**src/inc/sdwp_pkg.sv**
```systemverilog
// Purpose: Shared constants and types for the write-burst memory core.
// Assumes: One 125 MHz clock, x8 organisation, four banks.
// Notes: Times are kept in ns and turned into clock counts here.

package sdwp_pkg;

	// ------------------------------------------------------------
	// Geometry
	// ------------------------------------------------------------
	localparam int ROW_W = 12;
	localparam int COL_W = 10;
	localparam int BANK_W = 2;
	localparam int DATA_W = 8;
	localparam int NUM_BANKS = 4;
	localparam int AP_BIT = 10;
	localparam int BL_W = 3;

	// ------------------------------------------------------------
	// Timing
	// ------------------------------------------------------------
	localparam int CLK_PERIOD_NS = 8;
	localparam int WR_EXTRA_NS = 7;
	localparam int WR_REC_CYC =
		1 + (WR_EXTRA_NS + CLK_PERIOD_NS - 1) / CLK_PERIOD_NS;
	localparam int ROW_PRE_NS = 20;
	localparam int ROW_PRE_CYC =
		(ROW_PRE_NS + CLK_PERIOD_NS - 1) / CLK_PERIOD_NS;
	localparam int CNT_W = 3;
	localparam logic [CNT_W-1:0] CNT_ZERO = 3'h0;
	localparam logic [CNT_W-1:0] CNT_ONE = 3'h1;
	localparam logic [CNT_W-1:0] ROW_PRE_LOAD = CNT_W'(ROW_PRE_CYC);

	// ------------------------------------------------------------
	// Burst length codes and column masks
	// ------------------------------------------------------------
	localparam logic [BL_W-1:0] BL_1 = 3'h0;
	localparam logic [BL_W-1:0] BL_2 = 3'h1;
	localparam logic [BL_W-1:0] BL_4 = 3'h2;
	localparam logic [BL_W-1:0] BL_8 = 3'h3;
	localparam logic [BL_W-1:0] BL_PAGE = 3'h7;
	localparam logic [COL_W-1:0] MASK_1 = 10'h000;
	localparam logic [COL_W-1:0] MASK_2 = 10'h001;
	localparam logic [COL_W-1:0] MASK_4 = 10'h003;
	localparam logic [COL_W-1:0] MASK_8 = 10'h007;
	localparam logic [COL_W-1:0] MASK_PAGE = 10'h3FF;
	localparam logic [COL_W-1:0] COL_ZERO = 10'h000;
	localparam logic [COL_W-1:0] COL_ONE = 10'h001;
	localparam logic [COL_W-1:0] COL_LAST = 10'h3FF;

	// ------------------------------------------------------------
	// Types
	// ------------------------------------------------------------
	typedef enum logic [2:0] {
		CMD_MODE = 3'h0,
		CMD_REFRESH = 3'h1,
		CMD_PRECHARGE = 3'h2,
		CMD_ACTIVE = 3'h3,
		CMD_WRITE = 3'h4,
		CMD_READ = 3'h5,
		CMD_TERMINATE = 3'h6,
		CMD_NOP = 3'h7
	} sdwp_cmd_e;

	typedef enum logic [1:0] {
		ST_IDLE = 2'h0,
		ST_BURST = 2'h1,
		ST_PDOWN = 2'h2
	} sdwp_state_e;

endpackage

```
**src/rtl/sdwp_recovery_timer.sv**
```systemverilog
// Purpose: Counts the write recovery interval before an auto precharge.
// Assumes: Free-running clock; start is a one-cycle pulse.
// Notes: done_o pulses on the edge where the precharge may begin.

`timescale 1ns/10ps
module sdwp_recovery_timer #(
	parameter int CYC = 2
) (
	input wire logic clk_i,
	input wire logic rst_n_i,
	input wire logic start_i,
	output logic done_o
);

	localparam logic [sdwp_pkg::CNT_W-1:0] LOAD = sdwp_pkg::CNT_W'(CYC);

	logic [sdwp_pkg::CNT_W-1:0] cnt_reg;
	logic [sdwp_pkg::CNT_W-1:0] cnt_next;

	// Load on start, then count down to zero.
	always_comb
	begin
		cnt_next = cnt_reg;
		if (start_i)
			cnt_next = LOAD;
		else if (cnt_reg != sdwp_pkg::CNT_ZERO)
			cnt_next = cnt_reg - sdwp_pkg::CNT_ONE;
	end

	// Counter register.
	always_ff @(posedge clk_i or negedge rst_n_i)
	begin
		if (!rst_n_i)
			cnt_reg <= sdwp_pkg::CNT_ZERO;
		else
			cnt_reg <= cnt_next;
	end

	// The last counted cycle releases the precharge.
	assign done_o = (cnt_reg == sdwp_pkg::CNT_ONE);

endmodule

```
**src/rtl/sdwp_write_core.sv**
```systemverilog
// Purpose: Device-side write burst, precharge and power-down logic.
// Assumes: Controller pins are on SYS_CLK_I; writes leave on a store port.
// Notes: Read data is not produced, so the data pins never drive.
// Notes on behaviour
// WRITE gives bank, column and auto-precharge; precharge follows the burst.
// First word is taken with WRITE; later words on each following edge.
// After a fixed burst ends, pins stay undriven and data is ignored.
// Full-page bursts run until stopped and wrap to column zero.
// A new WRITE on any edge cuts the old burst and owns its data.
// READ stops the write burst; its edge and later data are dropped.
// Controller waits write recovery before a PRECHARGE ending a burst.
// Auto precharge waits one clock plus extra time after last data.
// Controller masks data on the edge before and at a PRECHARGE.
// Controller waits row precharge time before using that bank again.
// BURST TERMINATE ends a burst; data on its edge is dropped.
// Last stored word is the one an edge before BURST TERMINATE.
// Clock-enable low during a burst freezes the internal state.
// Each low clock-enable suspends the next edge; nothing advances then.
// Clock-enable high ends suspend; work resumes on the next edge.
// PRECHARGE closes one bank, or all when the all-bank bit is high.
// A precharged bank takes no WRITE until it is activated again.
// Clock-enable low with NOP while idle enters power-down.
// Power-down with any open row is active power-down; rows stay open.
// In power-down every input except clock-enable is ignored; the exit here also needs a NOP on the strobes.
// Controller keeps power-down shorter than the refresh period.
// NOP with clock-enable high leaves power-down.
// Byte mask high on a capture edge blocks that word, no latency.
// ACTIVE opens a row in a bank before access.
// Commands decode from the four strobes on each enabled edge.

`timescale 1ns/10ps
module sdwp_write_core (
	input wire logic SYS_CLK_I,
	input wire logic RESETN_I,
	input wire logic CKE_I,
	input wire logic CS_N_I,
	input wire logic RAS_N_I,
	input wire logic CAS_N_I,
	input wire logic WE_N_I,
	input wire logic [1:0] BANK_I,
	input wire logic [11:0] ADDR_I,
	input wire logic DQM_I,
	input wire logic [7:0] DQ_I,
	input wire logic [2:0] BURST_LEN_I,
	output logic [7:0] DQ_O,
	output logic DQ_OE_O,
	output logic MEM_WE_O,
	output logic [1:0] MEM_BANK_O,
	output logic [11:0] MEM_ROW_O,
	output logic [9:0] MEM_COL_O,
	output logic [7:0] MEM_DATA_O,
	output logic [3:0] BANK_OPEN_O,
	output logic SUSPEND_O,
	output logic PDOWN_O,
	output logic PDOWN_ACTIVE_O,
	output logic CMD_REJECT_O
);

	// ------------------------------------------------------------
	// Declarations
	// ------------------------------------------------------------
	localparam int BW = sdwp_pkg::BANK_W;
	localparam int CW = sdwp_pkg::COL_W;
	localparam int RW = sdwp_pkg::ROW_W;
	localparam int DW = sdwp_pkg::DATA_W;
	localparam int NB = sdwp_pkg::NUM_BANKS;

	logic rst_meta_reg;
	logic rst_n_reg;
	logic cke_prev_reg;
	logic edge_en;
	logic live;
	logic all_sel;
	logic any_open;
	logic [CW-1:0] addr_col;
	sdwp_pkg::sdwp_cmd_e cmd;
	sdwp_pkg::sdwp_state_e st_reg, st_next;
	logic [BW-1:0] bank_reg, bank_next;
	logic [CW-1:0] col_reg, col_next;
	logic [CW-1:0] rem_reg, rem_next;
	logic [CW-1:0] mask_reg, mask_next;
	logic full_reg, full_next;
	logic ap_reg, ap_next;
	logic [BW-1:0] ap_bank_reg, ap_bank_next;
	logic pd_act_reg, pd_act_next;
	logic susp_reg, susp_next;
	logic reject_reg, reject_next;
	logic we_reg, we_next;
	logic [BW-1:0] wbank_reg, wbank_next;
	logic [RW-1:0] wrow_reg, wrow_next;
	logic [CW-1:0] wcol_reg, wcol_next;
	logic [DW-1:0] wdata_reg, wdata_next;
	logic word_go;
	logic [BW-1:0] word_bank;
	logic [CW-1:0] word_col;
	logic rec_start;
	logic rec_done;
	logic pre_req;
	logic act_req;
	logic [NB-1:0] bank_open;
	logic [NB-1:0] bank_busy;
	logic [RW-1:0] bank_row [NB];

	// ------------------------------------------------------------
	// Functions
	// ------------------------------------------------------------
	// Turns the strobes into a command; a deselect acts as a NOP.
	function automatic sdwp_pkg::sdwp_cmd_e cmd_decode(
		input logic cs_n, input logic ras_n,
		input logic cas_n, input logic we_n);
		if (cs_n)
			return sdwp_pkg::CMD_NOP;
		return sdwp_pkg::sdwp_cmd_e'({ras_n, cas_n, we_n});
	endfunction

	// Column mask of the burst length code; zero for reserved codes.
	function automatic logic [CW-1:0] bl_mask(input logic [2:0] code);
		unique case (code)
			sdwp_pkg::BL_2: return sdwp_pkg::MASK_2;
			sdwp_pkg::BL_4: return sdwp_pkg::MASK_4;
			sdwp_pkg::BL_8: return sdwp_pkg::MASK_8;
			sdwp_pkg::BL_PAGE: return sdwp_pkg::MASK_PAGE;
			default: return sdwp_pkg::MASK_1;
		endcase
	endfunction

	// Next column, wrapping inside the burst-aligned block.
	function automatic logic [CW-1:0] col_step(
		input logic [CW-1:0] col, input logic [CW-1:0] mask);
		return (col & ~mask) | ((col + sdwp_pkg::COL_ONE) & mask);
	endfunction

	// ------------------------------------------------------------
	// Reset release and clock-enable history
	// ------------------------------------------------------------
	// Two-stage release of the asynchronous reset.
	always_ff @(posedge SYS_CLK_I or negedge RESETN_I)
	begin
		if (!RESETN_I)
		begin
			rst_meta_reg <= 1'h0;
			rst_n_reg <= 1'h0;
		end
		else
		begin
			rst_meta_reg <= 1'h1;
			rst_n_reg <= rst_meta_reg;
		end
	end

	// A low clock-enable on one edge suspends the next one.
	always_ff @(posedge SYS_CLK_I or negedge rst_n_reg)
	begin
		if (!rst_n_reg)
			cke_prev_reg <= 1'h1;
		else
			cke_prev_reg <= CKE_I;
	end

	assign edge_en = cke_prev_reg;
	assign live = edge_en && (st_reg != sdwp_pkg::ST_PDOWN);
	assign cmd = cmd_decode(CS_N_I, RAS_N_I, CAS_N_I, WE_N_I);
	assign all_sel = ADDR_I[sdwp_pkg::AP_BIT];
	assign addr_col = ADDR_I[CW-1:0];
	assign any_open = |bank_open;

	// ------------------------------------------------------------
	// Burst sequencer and store port
	// ------------------------------------------------------------
	// Decides each edge what is written and how the burst moves on.
	always_comb
	begin
		st_next = st_reg;
		bank_next = bank_reg;
		col_next = col_reg;
		rem_next = rem_reg;
		mask_next = mask_reg;
		full_next = full_reg;
		ap_next = ap_reg;
		ap_bank_next = ap_bank_reg;
		pd_act_next = pd_act_reg;
		reject_next = 1'h0;
		we_next = 1'h0;
		wbank_next = wbank_reg;
		wrow_next = wrow_reg;
		wcol_next = wcol_reg;
		wdata_next = wdata_reg;
		word_go = 1'h0;
		word_bank = bank_reg;
		word_col = col_reg;
		rec_start = 1'h0;
		pre_req = 1'h0;
		act_req = 1'h0;
		unique case (st_reg)
			sdwp_pkg::ST_PDOWN:
			begin
				// Only clock-enable with a NOP is looked at here.
				if (CKE_I && cmd == sdwp_pkg::CMD_NOP)
					st_next = sdwp_pkg::ST_IDLE;
			end
			sdwp_pkg::ST_IDLE, sdwp_pkg::ST_BURST:
			begin
				if (edge_en)
				begin
					unique case (cmd)
						sdwp_pkg::CMD_WRITE:
						begin
							if (bank_open[BANK_I])
							begin
								word_go = 1'h1;
								word_bank = BANK_I;
								word_col = addr_col;
								bank_next = BANK_I;
								mask_next = bl_mask(BURST_LEN_I);
								rem_next = mask_next;
								col_next = col_step(addr_col, mask_next);
								full_next = BURST_LEN_I == sdwp_pkg::BL_PAGE;
								ap_next = all_sel;
								st_next = sdwp_pkg::ST_BURST;
								if (mask_next == sdwp_pkg::MASK_1)
								begin
									st_next = sdwp_pkg::ST_IDLE;
									rec_start = all_sel;
								end
							end
							else
								reject_next = 1'h1;
						end
						sdwp_pkg::CMD_READ, sdwp_pkg::CMD_TERMINATE:
						begin
							// The word on this edge is dropped.
							if (st_reg == sdwp_pkg::ST_BURST)
							begin
								st_next = sdwp_pkg::ST_IDLE;
								rec_start = ap_reg;
							end
						end
						sdwp_pkg::CMD_PRECHARGE:
						begin
							pre_req = 1'h1;
							if (all_sel || BANK_I == bank_reg)
								st_next = sdwp_pkg::ST_IDLE;
						end
						sdwp_pkg::CMD_ACTIVE:
						begin
							if (!bank_open[BANK_I] && !bank_busy[BANK_I])
								act_req = 1'h1;
							else
								reject_next = 1'h1;
						end
						default:
						begin
							// Burst words advance on NOP-like edges.
							if (st_reg == sdwp_pkg::ST_BURST)
							begin
								word_go = 1'h1;
								col_next = col_step(col_reg, mask_reg);
								if (!full_reg)
								begin
									rem_next = rem_reg - sdwp_pkg::COL_ONE;
									if (rem_reg == sdwp_pkg::COL_ONE)
									begin
										st_next = sdwp_pkg::ST_IDLE;
										rec_start = ap_reg;
									end
								end
							end
						end
					endcase
				end
				// Idle with clock-enable low and a NOP powers down.
				if (st_reg == sdwp_pkg::ST_IDLE && !CKE_I &&
					cmd == sdwp_pkg::CMD_NOP)
				begin
					st_next = sdwp_pkg::ST_PDOWN;
					pd_act_next = any_open;
				end
			end
			default:
				st_next = sdwp_pkg::ST_IDLE;
		endcase
		if (rec_start)
			ap_bank_next = bank_next;
		if (word_go)
		begin
			we_next = !DQM_I;
			wbank_next = word_bank;
			wrow_next = bank_row[word_bank];
			wcol_next = word_col;
			wdata_next = DQ_I;
		end
		susp_next = (st_next == sdwp_pkg::ST_BURST) && !CKE_I;
	end

	// Sequencer and store port registers.
	always_ff @(posedge SYS_CLK_I or negedge rst_n_reg)
	begin
		if (!rst_n_reg)
		begin
			st_reg <= sdwp_pkg::ST_IDLE;
			bank_reg <= 2'h0;
			col_reg <= sdwp_pkg::COL_ZERO;
			rem_reg <= sdwp_pkg::COL_ZERO;
			mask_reg <= sdwp_pkg::MASK_1;
			full_reg <= 1'h0;
			ap_reg <= 1'h0;
			ap_bank_reg <= 2'h0;
			pd_act_reg <= 1'h0;
			susp_reg <= 1'h0;
			reject_reg <= 1'h0;
			we_reg <= 1'h0;
			wbank_reg <= 2'h0;
			wrow_reg <= 12'h000;
			wcol_reg <= sdwp_pkg::COL_ZERO;
			wdata_reg <= 8'h00;
		end
		else
		begin
			st_reg <= st_next;
			bank_reg <= bank_next;
			col_reg <= col_next;
			rem_reg <= rem_next;
			mask_reg <= mask_next;
			full_reg <= full_next;
			ap_reg <= ap_next;
			ap_bank_reg <= ap_bank_next;
			pd_act_reg <= pd_act_next;
			susp_reg <= susp_next;
			reject_reg <= reject_next;
			we_reg <= we_next;
			wbank_reg <= wbank_next;
			wrow_reg <= wrow_next;
			wcol_reg <= wcol_next;
			wdata_reg <= wdata_next;
		end
	end

	// ------------------------------------------------------------
	// Bank state
	// ------------------------------------------------------------
	// Each bank keeps its open row and its precharge hold-off.
	genvar g;
	generate
		for (g = 0; g < NB; g++)
		begin : g_bank
			localparam logic [BW-1:0] IDX = BW'(g);
			logic open_reg, open_next;
			logic close_now;
			logic [sdwp_pkg::CNT_W-1:0] cnt_reg, cnt_next;
			logic [RW-1:0] row_reg, row_next;

			// Close on precharge, open on ACTIVE.
			always_comb
			begin
				close_now = (pre_req && (all_sel || BANK_I == IDX)) ||
					(rec_done && ap_bank_reg == IDX);
				open_next = open_reg;
				row_next = row_reg;
				cnt_next = cnt_reg;
				if (cnt_reg != sdwp_pkg::CNT_ZERO)
					cnt_next = cnt_reg - sdwp_pkg::CNT_ONE;
				if (close_now)
				begin
					open_next = 1'h0;
					cnt_next = sdwp_pkg::ROW_PRE_LOAD;
				end
				else if (act_req && BANK_I == IDX)
				begin
					open_next = 1'h1;
					row_next = ADDR_I;
				end
			end

			// Bank registers.
			always_ff @(posedge SYS_CLK_I or negedge rst_n_reg)
			begin
				if (!rst_n_reg)
				begin
					open_reg <= 1'h0;
					cnt_reg <= sdwp_pkg::CNT_ZERO;
					row_reg <= 12'h000;
				end
				else
				begin
					open_reg <= open_next;
					cnt_reg <= cnt_next;
					row_reg <= row_next;
				end
			end

			assign bank_open[g] = open_reg;
			assign bank_busy[g] = cnt_reg != sdwp_pkg::CNT_ZERO;
			assign bank_row[g] = row_reg;
		end
	endgenerate

	// Write recovery before the auto precharge.
	sdwp_recovery_timer #(
		.CYC(sdwp_pkg::WR_REC_CYC)
	) u_recovery (
		.clk_i(SYS_CLK_I),
		.rst_n_i(rst_n_reg),
		.start_i(rec_start),
		.done_o(rec_done)
	);

	// ------------------------------------------------------------
	// Outputs
	// ------------------------------------------------------------
	// Write-only core: the data pins are never driven.
	assign DQ_O = 8'h00;
	assign DQ_OE_O = 1'h0;
	assign MEM_WE_O = we_reg;
	assign MEM_BANK_O = wbank_reg;
	assign MEM_ROW_O = wrow_reg;
	assign MEM_COL_O = wcol_reg;
	assign MEM_DATA_O = wdata_reg;
	assign BANK_OPEN_O = bank_open;
	assign SUSPEND_O = susp_reg;
	assign PDOWN_O = (st_reg == sdwp_pkg::ST_PDOWN);
	assign PDOWN_ACTIVE_O = pd_act_reg;
	assign CMD_REJECT_O = reject_reg;
endmodule

```
**config.mk**
```make
export PLATFORM = sky130hd
export DESIGN_NAME = sdwp_write_core
export DESIGN_NICKNAME = d
export VERILOG_FILES = /design/src/inc/sdwp_pkg.sv /design/src/rtl/sdwp_recovery_timer.sv /design/src/rtl/sdwp_write_core.sv
export SDC_FILE = /design/constraint.sdc
export NUM_CORES = 1
export LEC_CHECK = 0
export BUFFER_PORTS_ARGS = -buffer_cell sky130_fd_sc_hd__buf_2
export CAP_MARGIN = 20
export CORE_UTILIZATION = 23
export DETAILED_ROUTE_END_ITERATION = 16
export HOLD_SLACK_MARGIN = 0.02
export PLACE_DENSITY_LB_ADDON = 0.15
export RECOVER_POWER = 100
export SLEW_MARGIN = 20
export SYNTH_ARGS = -nofsm -noshare
export SYNTH_HDL_FRONTEND = slang
export SYNTH_SLANG_ARGS = --single-unit
export TNS_END_PERCENT = 1
```
**constraint.sdc**
```tcl
create_clock -name SYS_CLK_I -period 8.94 [get_ports SYS_CLK_I]
set_input_delay 0.894 -clock SYS_CLK_I [delete_from_list [all_inputs] [get_ports SYS_CLK_I]]
set_output_delay 0.894 -clock SYS_CLK_I [all_outputs]
set_load 0.02 [all_outputs]
```
==> metrics.csv <==
stage,metric,value,unit
clocking,cts_hold_buf,0,
timing,max_freq,211,MHz
clocking,clk_latency,430,ps
synthesis,synth_top_family_by_area,compound AO/OA/AOI/OAI gates,
flow_run,drv_cap,3,
clocking,cts.repair.resized,0,
synthesis,synth_fa_ha_area_share,2.68,%
place,gp_congestion,0.728,
global_routing,antenna_found_initial,0,
cells_and_area,final_nets,774,
power_and_ir_drop,pwr-share-comb,15.0,%
floorplanning,fp-row-count,63,
timing,report.final.slew_viol_count,102,
place,io_buffers,73,
worst_setup_path,critPathMaxFanout,28,
cells_and_area,num_antenna_cells,0,
synthesis,yosysTopAreaCell,dfrtp_1,
cells_and_area,final_util,27.3,%
timing,setup_violations,0,
timing,hold_viol,0,
run_status,violations,"capacitance limit, slew limit",
floorplanning,pin_count,83,
synthesis,synth-simple-area-share,13.0,%
synthesis,synth-compound-area-share,15.4,%
routing,drtPass1Iterations,4,
power_and_ir_drop,clockPowerShare,43.4,%
worst_setup_path,worstSetupPathType,in2reg,
global_routing,grt_pass1_wl,31400,um
global_routing,grt_overflow_total,0,
synthesis,synth-xor-area-share,1.88,%
cells_and_area,largest_register_ffs,48,
clocking,cts.reportedPaths.clkPinSlew,70,ps
power_and_ir_drop,leakagePower,3.77,nW
worst_setup_path,ff2ff_setup_slack,5290,ps
power_and_ir_drop,p_per_area,211,nW/um2
worst_setup_path,critPathRequiredTime,9210,ps
synthesis,ys_ff_latch,137,
routing,remaining_drc_errors,0,
routing,vias_per_cell,4.55,
synthesis,synth-edff-count,0,
global_routing,grt_max_degree,72,
clocking,h-tree-depth,4,
synthesis,synthMuxAreaShare,12.3,%
synthesis,yosysWarnings,0,
synthesis,syn_area_per_cell,10.5,um2
synthesis,synth_area_leaders,"dfrtp_1 (49%), mux2_2 (6.8%), nand2_1 (3.1%)",
place,dp_cells,1096,
power_and_ir_drop,switching_share,27.7,%
floorplanning,die_x,177,um
worst_setup_path,end_kind,flip-flop,
worst_hold_path,hp-class,in2async,
power_and_ir_drop,ir_drop,0.000120,V
synthesis,synth_area,7010,um2
synthesis,synth_cell_types,65,
clocking,cts_tree,yes,
routing,routed_wl,19300,um
synthesis,ys_seq_area_share,49.0,%
clocking,clockRootBuffer,clkbuf_16,
routing,drt_iter0_drc,186,
floorplanning,start_util,23.5,%
timing,fin_setup_tns,0,ps
floorplanning,die_area,31200,um2
timing,skew,13.8,ps
routing,ant_nets,0,
run_status,status,finished with violations,
worst_setup_path,startpoint_type,primary input,
routing,wl_per_cell,17.1,um
worst_setup_path,arrival,5000,ps
cells_and_area,drive_gt1_share,15.4,%
worst_setup_path,ff2ff_path_depth,5,
floorplanning,core-area,29800,um2
synthesis,synth-main-ff-cell,dfrtp_1,
cells_and_area,syn2layout_area_growth,16.0,%
timing,tightest_slew,3040,ps
clocking,cts_setup_buffers,0,
timing,period_minus_slack,4730,ps
power_and_ir_drop,internal-power,1.24,mW
synthesis,syn_inst,668,
global_routing,grt_pass1_vias,5377,
timing,rsz0062_at_grt,no,
cells_and_area,stdcell_count,1129,
timing,maxSlewHeadroom,-102,%
power_and_ir_drop,switchingPower,0.475,mW
place,dpl.hpwl,12800,um
clocking,cts_buffer_depth,2,
floorplanning,die_h,177,um
routing,vias,5138,
timing,finalCritPeriodShare,53.0,%
synthesis,async_flop_share,100,%
global_routing,grt.total_usage,13.1,%
power_and_ir_drop,seq_power_share,41.6,%
synthesis,yosysTopAreaCellShare,48.6,%
clocking,clock-sinks,137,
clocking,cts_buffers,17,
-- through the flow --
step / hold slack [ps] / total power [mW] / area (um2) / setup slack (ps)
6_report: 234 / 1.72 / 8130 / 4210
3_3_place_gp: 333 / 0.989 / 7660 / 5210
4_1_cts: 225 / 1.75 / 8280 / 5630
2_1_floorplan: 331 / 0.924 / 7040 / 4840
3_5_place_dp: 337 / 0.992 / 7670 / 5190
5_1_grt: 224 / 1.82 / 8130 / 3670
-- power by group through the flow --
stage / logic (mW) / registers [mW] / clock network [mW]
floorplan: 0.198 / 0.727 / 0
global placement: 0.262 / 0.726 / 0
detailed placement: 0.267 / 0.725 / 0
CTS: 0.268 / 0.714 / 0.766
global route: 0.302 / 0.722 / 0.794
finish: 0.257 / 0.713 / 0.745
-- area by class of cell --
class                           count  area (um2)
Inverter                           27         101
Fill cell                        3201       21700
Sequential cell                   137        3430
Clock inverter                     12         163
Timing Repair Buffer               81         355
Tap cell                          390         488
Clock buffer                       20         447
Multi-Input combinational cell    462        3140
-- final timing paths --
kind                                                     to                            from
max                                MEM_ROW_O[4]$_DFFE_PN0P_                         CAS_N_I
min in group SYS_CLK_I                  rst_n_reg$_DFF_PN0_          rst_meta_reg$_DFF_PN0_
min reg2reg                             rst_n_reg$_DFF_PN0_          rst_meta_reg$_DFF_PN0_
max reg2reg                g_bank[3].row_reg[2]$_DFFE_PN0P_  g_bank[3].open_reg$_DFFE_PN0P_
min                                  rst_meta_reg$_DFF_PN0_                        RESETN_I
max in group asynchronous    g_bank[2].open_reg$_DFFE_PN0P_             rst_n_reg$_DFF_PN0_
-- per-layer routing --
layer  up-vias  share of wire (%)  track usage [%]  wire length (um)
met1      2545                 52             19.0              9990
met3        14                2.9             2.28               559
met4         0                1.0             3.70               201
met5         -                  0                0                 0
li1       2498                  -                -                 -
met2        81                 44             19.7              8500
-- cells by family (layout without fill, tap and decap cells) --
logic type,Yosys count,count (layout)
AND/OR/NAND/NOR,185,185
AO/OA/AOI/OAI,164,164
flip-flops,137,137
buffers and inverters,77,140
multiplexers,73,73
adder cells (fa/ha/maj),15,15
XOR/XNOR,15,15
other,2,10
-- worst max-delay path, stage by stage --
cell and delay (ps):
clkbuf_1 180, nor4b_1 270, clkbuf_1 1040, nand4_1 790, and2_0 670, inv_1 770
mux2i_1 280, a211oi_1 100
-- cell usage in the layout (no fill, tap or decap), types with 3 or more instances in the layout --
cell type / instances
o22a_1: 10
o211ai_1: 3
nor4_1: 5
buf_2: 29
a21boi_0: 11
a211oi_1: 14
o21ai_0: 26
ha_1: 15
and2_0: 3
nor3_1: 12
xor2_1: 6
a21oi_1: 41
conb_1: 10
nor2b_1: 8
o22ai_1: 12
clkbuf_1: 50
a21o_1: 6
dfrtp_1: 136
xnor2_1: 9
nand2b_1: 4
nand3_1: 11
buf_4: 4
inv_1: 27
nand2_1: 57
mux2_2: 42
and2_1: 3
nor2_1: 54
inv_6: 5
or3_1: 3
nand4_1: 11
mux2i_1: 17
a31oi_1: 10
bufinv_16: 3
o21a_1: 6
clkbuf_16: 17
a2111oi_0: 13
mux2_1: 11
-- synth_stat cells, types with 4 or more instances --
cell type  count
a2111oi_0     13
mux2_2        42
mux2i_1       17
inv_1         26
buf_6          4
clkbuf_1      26
nor2_1        55
dfrtp_1      136
buf_4         15
nor4_1         5
a21boi_0      11
ha_1          15
o21a_1         6
a21o_1         6
o22a_1        10
nor2b_1        8
a21oi_1       41
nand2b_1       4
xor2_1         6
mux2_4        10
a31oi_1       10
xnor2_1        9
and2_1         5
nand2_1       57
a211oi_1      14
nor3_1        11
buf_2          4
o22ai_1       12
nand3_1       10
o21ai_0       26
nand4_1       11
Power figures use the tool's default switching activity.
